### config.mk
export PLATFORM = sky130hd
export DESIGN_NAME = tec_top
export DESIGN_NICKNAME = d
export VERILOG_FILES = /design/src/tec_pkg.sv /design/src/tec_top.sv
export VERILOG_INCLUDE_DIRS = /design/src
export SDC_FILE = /design/constraint.sdc
export NUM_CORES = 1
export LEC_CHECK = 0
export ABC_AREA = 1
export BUFFER_PORTS_ARGS = -buffer_cell sky130_fd_sc_hd__buf_4
export CAP_MARGIN = 20
export CORE_MARGIN = 2
export CORE_UTILIZATION = 46
export DETAILED_ROUTE_END_ITERATION = 7
export GPL_TIMING_DRIVEN = 0
export SYNTH_ARGS = -nofsm -noshare
export SYNTH_HDL_FRONTEND = slang
export SYNTH_SLANG_ARGS = --single-unit
### constraint.sdc
create_clock -name REF_CLK -period 1.7 [get_ports REF_CLK]
set_input_delay 0.425 -clock REF_CLK [delete_from_list [all_inputs] [get_ports REF_CLK]]
set_output_delay 0.425 -clock REF_CLK [all_outputs]
set_load 0.05 [all_outputs]
### src/tec_map.svh
// Register offsets, codes and reset values of the timer/event counter
`ifndef TEC_MAP_SVH
`define TEC_MAP_SVH

// Register offsets on the plain register port
`define TEC_OFF_CTRL0   4'h0
`define TEC_OFF_CNT0    4'h1
`define TEC_OFF_CTRL1   4'h2
`define TEC_OFF_CNT1L   4'h3
`define TEC_OFF_CNT1H   4'h4
`define TEC_OFF_INTEN   4'h5
`define TEC_OFF_PORT    4'h6
`define TEC_OFF_CFG     4'h7

// Operating mode pair codes
`define TEC_MODE_OFF    2'h0
`define TEC_MODE_EVENT  2'h1
`define TEC_MODE_TIMER  2'h2
`define TEC_MODE_PULSE  2'h3

// Bit positions in the port, option and interrupt enable registers
`define TEC_PORT_DIR    0
`define TEC_PORT_DATA   1
`define TEC_CFG_PFD_EN  0
`define TEC_CFG_PFD_SRC 1
`define TEC_INT_EN0     0
`define TEC_INT_EN1     1

// Reset values
`define TEC_CTRL_RST    8'h00
`define TEC_PORT_RST    2'h1
`define TEC_CFG_RST     2'h0
`define TEC_INTEN_RST   2'h0

// Divider for the fsys/4 source of the wide counter
`define TEC_SYS4_LAST   2'h3

`endif

### src/tec_pkg.sv
// Types shared by the timer/event counter block
package tec_pkg;

    // Timer control register layout
    typedef struct packed {
        logic [1:0] operating_mode_pair;
        logic       clock_source_select;
        logic       run_enable_bit;
        logic       active_edge_select;
        logic [2:0] prescale_rate_field;
    } tec_ctrl_t;

    // Shared pin port bits
    typedef struct packed {
        logic divider_pin_data_bit;
        logic port_a_direction_reg;
    } tec_port_t;

endpackage

### src/tec_top.sv
// Timer/event counters, 8-bit and 16-bit, with frequency divider output
// Function
// - Mode 10 selects interval timer
// - Mode 11 selects pulse width measurement
// - Narrow counter clocked by prescaled system clock
// - Wide counter clocked by sub or fsys/4
// - Event mode counts pin edges, no prescale
// - Counter runs only while run bit set
// - Overflow raises request, reloads, keeps counting
// - Interrupt passes only when enabled
// - Edge select picks rising or falling
// - Event counting continues powered down, wakes
// - Pulse mode run bit only arms
// - Edge select picks pulse polarity
// - Pulse end clears run bit, ignores pin
// - Timer and event modes never self-clear
// - Counter holds residue after pulse end
// - Pulse mode uses edges; overflow still reloads
// - Divider toggles on selected counter overflow
// - Option routes divider to shared pin
// - Divider needs output direction and data one
// - Stopped preload write loads counter immediately
// - Overflow past all ones; zero preload full
// - Wide low byte buffered, high read latches
//
// Design decisions made here: the plain strobed port and the address map.
`timescale 1ns/10ps
`include "tec_map.svh"

module tec_unit #(
    parameter int WIDTH = 8
) (
    input  wire logic             clk,
    input  wire logic             rst_n,
    input  wire tec_pkg::tec_ctrl_t ctrl,
    input  wire logic             pre_wr,
    input  wire logic [WIDTH-1:0] pre_data,
    input  wire logic             tick,
    input  wire logic             pin_s,
    output logic      [WIDTH-1:0] cnt_o,
    output logic                  ovf_o,
    output logic                  clr_o
);
    logic [WIDTH-1:0] cnt_r;
    logic [WIDTH-1:0] pre_r;
    logic             pin_prev_r;
    logic             meas_r;
    logic             ovf_r;
    logic             clr_r;
    logic             rise;
    logic             fall;
    logic             run;
    logic             start_e;
    logic             ret_e;
    logic             inc;
    logic [1:0]       mode;

    if (WIDTH < 2 || WIDTH > 16) begin : g_chk
        $error("tec_unit: WIDTH must be 2..16");
    end

    // Edge detection on the synchronised pin
    assign rise    = pin_s & ~pin_prev_r;
    assign fall    = ~pin_s & pin_prev_r;
    assign mode    = ctrl.operating_mode_pair;
    assign run     = ctrl.run_enable_bit;
    // Low select: pulse starts falling, ends rising
    assign start_e = ctrl.active_edge_select ? rise : fall;
    assign ret_e   = ctrl.active_edge_select ? fall : rise;

    // Count qualifier per mode; mode 00 never counts
    always_comb begin
        inc = 1'b0;
        case (mode)
            `TEC_MODE_TIMER: inc = run & tick;
            `TEC_MODE_EVENT: inc = run &
                                   (ctrl.active_edge_select ?
                                    fall : rise);
            `TEC_MODE_PULSE: inc = run & meas_r & tick;
            default:         inc = 1'b0;
        endcase
    end

    always_ff @(posedge clk or negedge rst_n) begin
        if (!rst_n) begin
            pin_prev_r <= 1'b0;
        end else begin
            pin_prev_r <= pin_s;
        end
    end

    // Pulse measurement: armed by run, opened and closed by edges
    always_ff @(posedge clk or negedge rst_n) begin
        if (!rst_n) begin
            meas_r <= 1'b0;
            clr_r  <= 1'b0;
        end else begin
            clr_r <= 1'b0;
            if (mode != `TEC_MODE_PULSE || !run) begin
                meas_r <= 1'b0;
            end else if (!meas_r && start_e) begin
                meas_r <= 1'b1;
            end else if (meas_r && ret_e) begin
                meas_r <= 1'b0;
                clr_r  <= 1'b1;
            end
        end
    end

    // Preload register; unknown at power-on in silicon, zero here
    always_ff @(posedge clk or negedge rst_n) begin
        if (!rst_n) begin
            pre_r <= '0;
        end else if (pre_wr) begin
            pre_r <= pre_data;
        end
    end

    // Counter: reload on overflow, residue held when stopped
    always_ff @(posedge clk or negedge rst_n) begin
        if (!rst_n) begin
            cnt_r <= '0;
            ovf_r <= 1'b0;
        end else begin
            ovf_r <= 1'b0;
            if (pre_wr && !run) begin
                cnt_r <= pre_data;
            end else if (inc) begin
                if (cnt_r == '1) begin
                    cnt_r <= pre_r;
                    ovf_r <= 1'b1;
                end else begin
                    cnt_r <= cnt_r + WIDTH'(1);
                end
            end
        end
    end

    assign cnt_o = cnt_r;
    assign ovf_o = ovf_r;
    assign clr_o = clr_r;
endmodule

module tec_top #(
    parameter int W0 = 8,
    parameter int W1 = 16
) (
    input  wire logic       REF_CLK,
    input  wire logic       RESET_N,
    input  wire logic [3:0] ADDR,
    input  wire logic [7:0] WDATA,
    input  wire logic       WR,
    input  wire logic       RD,
    output logic      [7:0] RDATA,
    input  wire logic       TMR0_PIN,
    input  wire logic       TMR1_PIN,
    input  wire logic       SUB_CLK,
    input  wire logic       PWR_DOWN,
    input  wire logic       PA3_IN,
    output logic            PA3_OUT,
    output logic            PA3_OE_N,
    output logic            IRQ0,
    output logic            IRQ1,
    output logic            WAKE
);
    tec_pkg::tec_ctrl_t ctrl0_r;
    tec_pkg::tec_ctrl_t ctrl1_r;
    tec_pkg::tec_port_t port_r;
    logic [1:0]    cfg_r;
    logic [1:0]    inten_r;
    logic [7:0]    lo_wbuf_r;
    logic [7:0]    lo_rbuf_r;
    logic [7:0]    rdata_nxt;
    logic [6:0]    pre_div_r;
    logic [1:0]    sys4_r;
    logic [1:0]    t0_sync_r;
    logic [1:0]    t1_sync_r;
    logic [2:0]    sub_sync_r;
    logic [1:0]    pa_sync_r;
    logic          pfd_q_r;
    logic          tick0;
    logic          tick1;
    logic [W0-1:0] cnt0;
    logic [W1-1:0] cnt1;
    logic          ovf0;
    logic          ovf1;
    logic          clr0;
    logic          clr1;
    logic          pfd_ovf;
    logic          pa3_out_nxt;

    if (W0 != 8 || W1 != 16) begin : g_chk
        $error("tec_top: byte register map needs W0=8, W1=16");
    end

    // Prescaler tap mask: rate 0 passes every clock, 7 divides by 128
    function automatic logic [6:0] rate_mask(input logic [2:0] r);
        rate_mask = 7'(8'h7F >> (3'h7 - r));
    endfunction

    // Two-flop synchronisers; third stage only feeds edge detect
    always_ff @(posedge REF_CLK or negedge RESET_N) begin
        if (!RESET_N) begin
            t0_sync_r  <= 2'h0;
            t1_sync_r  <= 2'h0;
            sub_sync_r <= 3'h0;
            pa_sync_r  <= 2'h0;
        end else begin
            t0_sync_r  <= {t0_sync_r[0], TMR0_PIN};
            t1_sync_r  <= {t1_sync_r[0], TMR1_PIN};
            sub_sync_r <= {sub_sync_r[1:0], SUB_CLK};
            pa_sync_r  <= {pa_sync_r[0], PA3_IN};
        end
    end

    // Free-running prescaler and fsys/4 divider
    always_ff @(posedge REF_CLK or negedge RESET_N) begin
        if (!RESET_N) begin
            pre_div_r <= 7'h00;
            sys4_r    <= 2'h0;
        end else begin
            pre_div_r <= pre_div_r + 7'h01;
            sys4_r    <= sys4_r + 2'h1;
        end
    end

    // Tick sources for both counters
    assign tick0 = (pre_div_r & rate_mask(ctrl0_r.prescale_rate_field))
                   == rate_mask(ctrl0_r.prescale_rate_field);
    assign tick1 = ctrl1_r.clock_source_select
                   ? (sub_sync_r[1] & ~sub_sync_r[2])
                   : (sys4_r == `TEC_SYS4_LAST);

    tec_unit #(.WIDTH(W0)) u_cnt0 (
        .clk      (REF_CLK),
        .rst_n    (RESET_N),
        .ctrl     (ctrl0_r),
        .pre_wr   (WR && ADDR == `TEC_OFF_CNT0),
        .pre_data (WDATA),
        .tick     (tick0),
        .pin_s    (t0_sync_r[1]),
        .cnt_o    (cnt0),
        .ovf_o    (ovf0),
        .clr_o    (clr0)
    );

    tec_unit #(.WIDTH(W1)) u_cnt1 (
        .clk      (REF_CLK),
        .rst_n    (RESET_N),
        .ctrl     (ctrl1_r),
        .pre_wr   (WR && ADDR == `TEC_OFF_CNT1H),
        .pre_data ({WDATA, lo_wbuf_r}),
        .tick     (tick1),
        .pin_s    (t1_sync_r[1]),
        .cnt_o    (cnt1),
        .ovf_o    (ovf1),
        .clr_o    (clr1)
    );

    // Control registers; software write wins over the hardware stop
    always_ff @(posedge REF_CLK or negedge RESET_N) begin
        if (!RESET_N) begin
            ctrl0_r <= tec_pkg::tec_ctrl_t'(`TEC_CTRL_RST);
            ctrl1_r <= tec_pkg::tec_ctrl_t'(`TEC_CTRL_RST);
        end else begin
            if (WR && ADDR == `TEC_OFF_CTRL0) begin
                ctrl0_r <= tec_pkg::tec_ctrl_t'(WDATA);
            end else if (clr0) begin
                ctrl0_r.run_enable_bit <= 1'b0;
            end
            if (WR && ADDR == `TEC_OFF_CTRL1) begin
                ctrl1_r <= tec_pkg::tec_ctrl_t'(WDATA);
            end else if (clr1) begin
                ctrl1_r.run_enable_bit <= 1'b0;
            end
        end
    end

    // Interrupt enables, port bits and option bits
    always_ff @(posedge REF_CLK or negedge RESET_N) begin
        if (!RESET_N) begin
            inten_r <= `TEC_INTEN_RST;
            port_r  <= tec_pkg::tec_port_t'(`TEC_PORT_RST);
            cfg_r   <= `TEC_CFG_RST;
        end else if (WR) begin
            if (ADDR == `TEC_OFF_INTEN) begin
                inten_r <= WDATA[1:0];
            end else if (ADDR == `TEC_OFF_PORT) begin
                port_r <= tec_pkg::tec_port_t'(WDATA[1:0]);
            end else if (ADDR == `TEC_OFF_CFG) begin
                cfg_r <= WDATA[1:0];
            end
        end
    end

    // Wide counter byte buffers: write low first, read high first
    always_ff @(posedge REF_CLK or negedge RESET_N) begin
        if (!RESET_N) begin
            lo_wbuf_r <= 8'h00;
            lo_rbuf_r <= 8'h00;
        end else begin
            if (WR && ADDR == `TEC_OFF_CNT1L) begin
                lo_wbuf_r <= WDATA;
            end
            if (RD && ADDR == `TEC_OFF_CNT1H) begin
                lo_rbuf_r <= cnt1[7:0];
            end
        end
    end

    // Read decode; unmapped offsets read as zero
    always_comb begin
        if (ADDR == `TEC_OFF_CTRL0) begin
            rdata_nxt = ctrl0_r;
        end else if (ADDR == `TEC_OFF_CNT0) begin
            rdata_nxt = cnt0;
        end else if (ADDR == `TEC_OFF_CTRL1) begin
            rdata_nxt = ctrl1_r;
        end else if (ADDR == `TEC_OFF_CNT1L) begin
            rdata_nxt = lo_rbuf_r;
        end else if (ADDR == `TEC_OFF_CNT1H) begin
            rdata_nxt = cnt1[15:8];
        end else if (ADDR == `TEC_OFF_INTEN) begin
            rdata_nxt = {6'h00, inten_r};
        end else if (ADDR == `TEC_OFF_PORT) begin
            rdata_nxt = {5'h00, pa_sync_r[1], port_r};
        end else if (ADDR == `TEC_OFF_CFG) begin
            rdata_nxt = {6'h00, cfg_r};
        end else begin
            rdata_nxt = 8'h00;
        end
    end

    always_ff @(posedge REF_CLK or negedge RESET_N) begin
        if (!RESET_N) begin
            RDATA <= 8'h00;
        end else begin
            RDATA <= RD ? rdata_nxt : 8'h00;
        end
    end

    // Divider flop toggles on the option-selected overflow
    assign pfd_ovf = cfg_r[`TEC_CFG_PFD_SRC] ? ovf1 : ovf0;

    always_ff @(posedge REF_CLK or negedge RESET_N) begin
        if (!RESET_N) begin
            pfd_q_r <= 1'b0;
        end else if (pfd_ovf) begin
            pfd_q_r <= ~pfd_q_r;
        end
    end

    // Pin value: data bit gates the divider, so data 0 drives low
    always_comb begin
        if (cfg_r[`TEC_CFG_PFD_EN]) begin
            pa3_out_nxt = port_r.divider_pin_data_bit & pfd_q_r;
        end else begin
            pa3_out_nxt = port_r.divider_pin_data_bit;
        end
    end

    // Pin drive; direction bit high makes it an input
    always_ff @(posedge REF_CLK or negedge RESET_N) begin
        if (!RESET_N) begin
            PA3_OUT  <= 1'b0;
            PA3_OE_N <= 1'b1;
        end else begin
            PA3_OUT  <= pa3_out_nxt;
            PA3_OE_N <= port_r.port_a_direction_reg;
        end
    end

    // Requests gated by enables; wake ignores enables
    always_ff @(posedge REF_CLK or negedge RESET_N) begin
        if (!RESET_N) begin
            IRQ0 <= 1'b0;
            IRQ1 <= 1'b0;
            WAKE <= 1'b0;
        end else begin
            IRQ0 <= ovf0 & inten_r[`TEC_INT_EN0];
            IRQ1 <= ovf1 & inten_r[`TEC_INT_EN1];
            WAKE <= (ovf0 | ovf1) & PWR_DOWN;
        end
    end
endmodule

==> summary by stage <==
Status
The flow ran to the end, and the final reports show no timing, DRC or antenna violations.

CTS
TritonCTS built the clock tree. The clock tree root buffer cell is clkbuf_16. The worst-skew pair later-pin latency is about 0.42 ns. The number of clock buffers inserted by TritonCTS is 17. CTS built an H-tree with a depth of 4.

The clock-pin slew on the worst setup and hold paths is about 0.06 ns. The tree built by TritonCTS fans out to between 100 and 150 sinks. Counting along the longest clock path gives a buffer depth of 2.

Pwr
Power spread over the standard cell area amounts to 1330 mW/mm². The leakage power summed over all cells is 3.69 nW. IR analysis of the VDD net gives a maximum drop of approximately 0.89 mV.

STA
Timing would allow up to between 600 and 700 MHz. The total of endpoints with negative setup slack in the final report is 0. Hold is met by about 0.11 ns. The number of hold violations in the final report is 0.

Dividing the final minimum period by the clock period gives 0.926. The transition time of the tightest slew-check pin is between 0.5 and 0.6 ns. The post-route clock skew is 0.00561 ns. Setup repair after global routing left no endpoint under its margin. Headroom to the max-slew limit came out at 0.609. The max-slew violation count came to 0.

For the final routed database, the setup TNS stands at 0 ns. The final critical delay including setup and external delays is between 1.5 and 2 ns.

Detailed routing
The remaining antenna violation count after routing is 0. The remaining routing DRC violations is 0. The total number of vias is 5,143. The wire length after detailed routing is ~16,000 µm.

The first-pass iteration count of the detailed router is 5. The ratio of routed vias to standard cells is about 5.2. The wire length per cell is around 16 µm. For this block, the initial DRC count from the detailed router was 429.

Layout
The share of layout cells above drive strength 1 is 0.192. The number of antenna diodes in the final layout is 0. Leaving out fill and tap cells, the most frequent cell in the layout is nand2_1. Excluding fillers, the count of instances in the completed layout stands at just under 1,000.

At the end of the flow, the number of nets in the layout was a little over 800. Fill cells in the final layout number approximately 1,200. Relative to the synthesized area, the layout overhead comes to 20.7%. The area of all placed cells without fillers is between 0.007 and 0.008 mm².

Leaving out fill and tap cells, the most frequent cells in the layout are nand2_1 (219), dfrtp_1 (120), inv_1 (66), o21ai_0 (61), nor2_1 (46).

Critical path
The last element of the critical path is u_cnt0.cnt_o[3]. For this run, the slowest stage of the critical path takes a little over 0.4 ns. The depth of the most critical reg-to-reg path is 10. In this run the critical register-to-register path is launched from u_cnt0.cnt_o[0]. In this run the critical register-to-register path is captured at u_cnt0.cnt_o[3]. Walking the worst path, the cells encountered are ha_2, nand3_2, nor2_4, nand2_4, inv_1, nand2_1, nand3_1, nand2_1, nand2_1, nand2_1.

The number of buffers and inverters on the critical path is 1. In this run the register-to-register setup slack is approximately 0.13 ns. The nature of the critical path endpoint is a register. The slowest cell on the critical path is dfrtp_2. In this design, the critical path's most frequently occurring cell is nand2_1. In this design, the largest share of critical-path delay is due to simple AND/OR/NAND/NOR gates. At the worst endpoint, the arrival time is ~1.9 ns.

Along the worst path, the maximum fanout reaches 10. STA puts the critical path data required time at 2.01 ns. The critical path starts at u_cnt0.cnt_o[0]. The kind of start point of the critical path is a register. The classification of the worst setup path is register to register.

Counting buffers and inverters, the worst setup path is 10 cells deep.

Synthesis
Counting distinct cell types in the post-synthesis netlist gives between 40 and 50. The average cell area after synthesis is approximately 8.3 µm². Of the synthesized area, sequential elements account for 0.512. The number of warnings reported in the yosys synthesis log is 0. The flip-flop and latch count after synthesis is 126.

The synthesized netlist occupies a cell area of slightly above 0.006 mm². The post-synthesis instance total is around 740. The number of nets produced by synthesis is between 700 and 800.

Floorplan
The die outline height is 120 µm. The initial utilization of the core area, before any placement, comes to 0.469. After floorplanning, the core was divided into 42 placement rows. The die covers roughly 0.014 mm². The die width is 120 µm. The top-level I/O count is 34. The core box area is around 0.013 mm².

Hold path
The path class of the lowest-slack min-delay path is input port to register.

Job
The max-cap check violation count is 0.

Placement
The number of I/O port buffers is 32. Routability-driven placement finished with a final weighted congestion of just over 0.9. After legalization and detailed placement, the total HPWL measured approximately 11,000 µm. Once placement completed, the tool counted placed cells totaling approximately 950. Summing all placed instances gives a cell area of roughly 0.0067 mm².

Global route
The via count of the first global-routing pass was ~5,000. The global router's overall resource usage is 0.244. The total congestion overflow after global routing is 0.

The first global-routing pass estimated 26,300 µm of wire. The initial antenna violation count is 0. Entering global routing, the biggest net connects 68 pins.
[through the flow]
step	total power, W	utilization	worst slack, ns
5_1_grt	0.0105	0.566	0.00326
4_1_cts	0.00981	0.556	-0.00350
3_5_place_dp	0.00615	0.507	-0.236
6_report	0.00989	0.566	0.126
2_1_floorplan	0.00547	-	0.191
3_3_place_gp	0.00608	0.504	-0.239
[where the power goes]
part / switching (W) / internal, W / total [W] / leakage [nW]
Sequential: 0.000649 / 0.00364 / 0.00429 / 1.59
Clock: 0.00137 / 0.00223 / 0.00360 / 0.285
Combinational: 0.00119 / 0.000808 / 0.00199 / 1.81
[cells in the mapped netlist (all sizes together)]
cell type,n,area (µm²)
nand2,231,907
dfrtp,124,3100
o21ai,83,445
inv,72,273
nor2,62,300
nand3,44,235
a21oi,37,193
nand4,15,106
buf,12,75.1
xor2,11,96.3
or2,8,50.1
mux2,5,56.3
nor3,5,46.3
ha,4,50.1
o22ai,4,25.0
clkbuf,3,15.0
nand3b,3,22.5
o211ai,3,22.5
xnor2,3,26.3
a21boi,2,15.0
dfstp,2,52.6
nor3b,2,15.0
o21a,2,15.0
mux2i,1,10.0
o21bai,1,7.51
[cell type report]
| class | count | area, µm² | area share |
|---|---|---|---|
| flip-flops and latches | 126 | 3160 | 0.425 |
| well taps | 176 | 220 | 0.0296 |
| clock inverters | 13 | 141 | 0.0190 |
| clock buffers | 19 | 453 | 0.0609 |
| inverters | 72 | 273 | 0.0367 |
| repair buffers | 41 | 334 | 0.0449 |
| multi-input cells | 526 | 2760 | 0.371 |
| plain buffers | 15 | 100 | 0.0135 |
[registers in the layout, indices dropped and copies added (netlist names), 3 cells and up]
signal	flops
sub_sync_r	3
lo_wbuf_r	8
u_cnt1.cnt_o	16
u_cnt1.pre_r	16
ctrl1_r	8
ctrl0_r	8
u_cnt0.cnt_o	8
pre_div_r	7
lo_rbuf_r	8
u_cnt0.pre_r	8
RDATA	8
[metal layers]
metal,global-route usage,routed length (µm)
met2,0.381,7840
met1,0.329,7160
met3,0.0599,799
met4,0.0934,366
met5,0,0
[how the worst min path moves through the flow]
stage	slack [ns]	to	cells after the start	start
final	0.11	t0_sync_r[0]	1	TMR0_PIN
after detailed placement	0.34	t0_sync_r[1]	0	t0_sync_r[0]
after CTS	0.09	t0_sync_r[0]	1	TMR0_PIN
after global placement	0.34	pa_sync_r[1]	0	pa_sync_r[0]
after floorplan	0.13	IRQ0	0	RESET_N
after global routing	0.09	t0_sync_r[0]	1	TMR0_PIN
[worst register-to-register path, delay by kind of cell, from the launching register on]
family	cells	cell delay (ns)
simple gates	8	0.73
flops	1	0.41
fa+ha+maj	1	0.22
buf+inv	1	0.11
[what timing repair did]
item	in CTS	in global routing
buffers inserted	3	4
pin swaps	1	6
hold endpoints to repair	5	0
setup endpoints to repair	22	26
gates resized for setup	7	27
hold buffers	1	0
[cell families (layout without fill, tap and decap cells)]
logic type               count (synthesis)  in the layout  share of synthesized area
adder cells (fa/ha/maj)                  4              4                    0.00812
AND/OR/NAND/NOR                        370            370                      0.273
buffers and inverters                   87            160                     0.0589
AO/OA/AOI/OAI                          132            132                      0.117
flip-flops                             126            126                      0.512
multiplexers                             6              6                     0.0108
XOR/XNOR                                14             14                     0.0199
No activity file was read; power rests on OpenSTA's default activity.
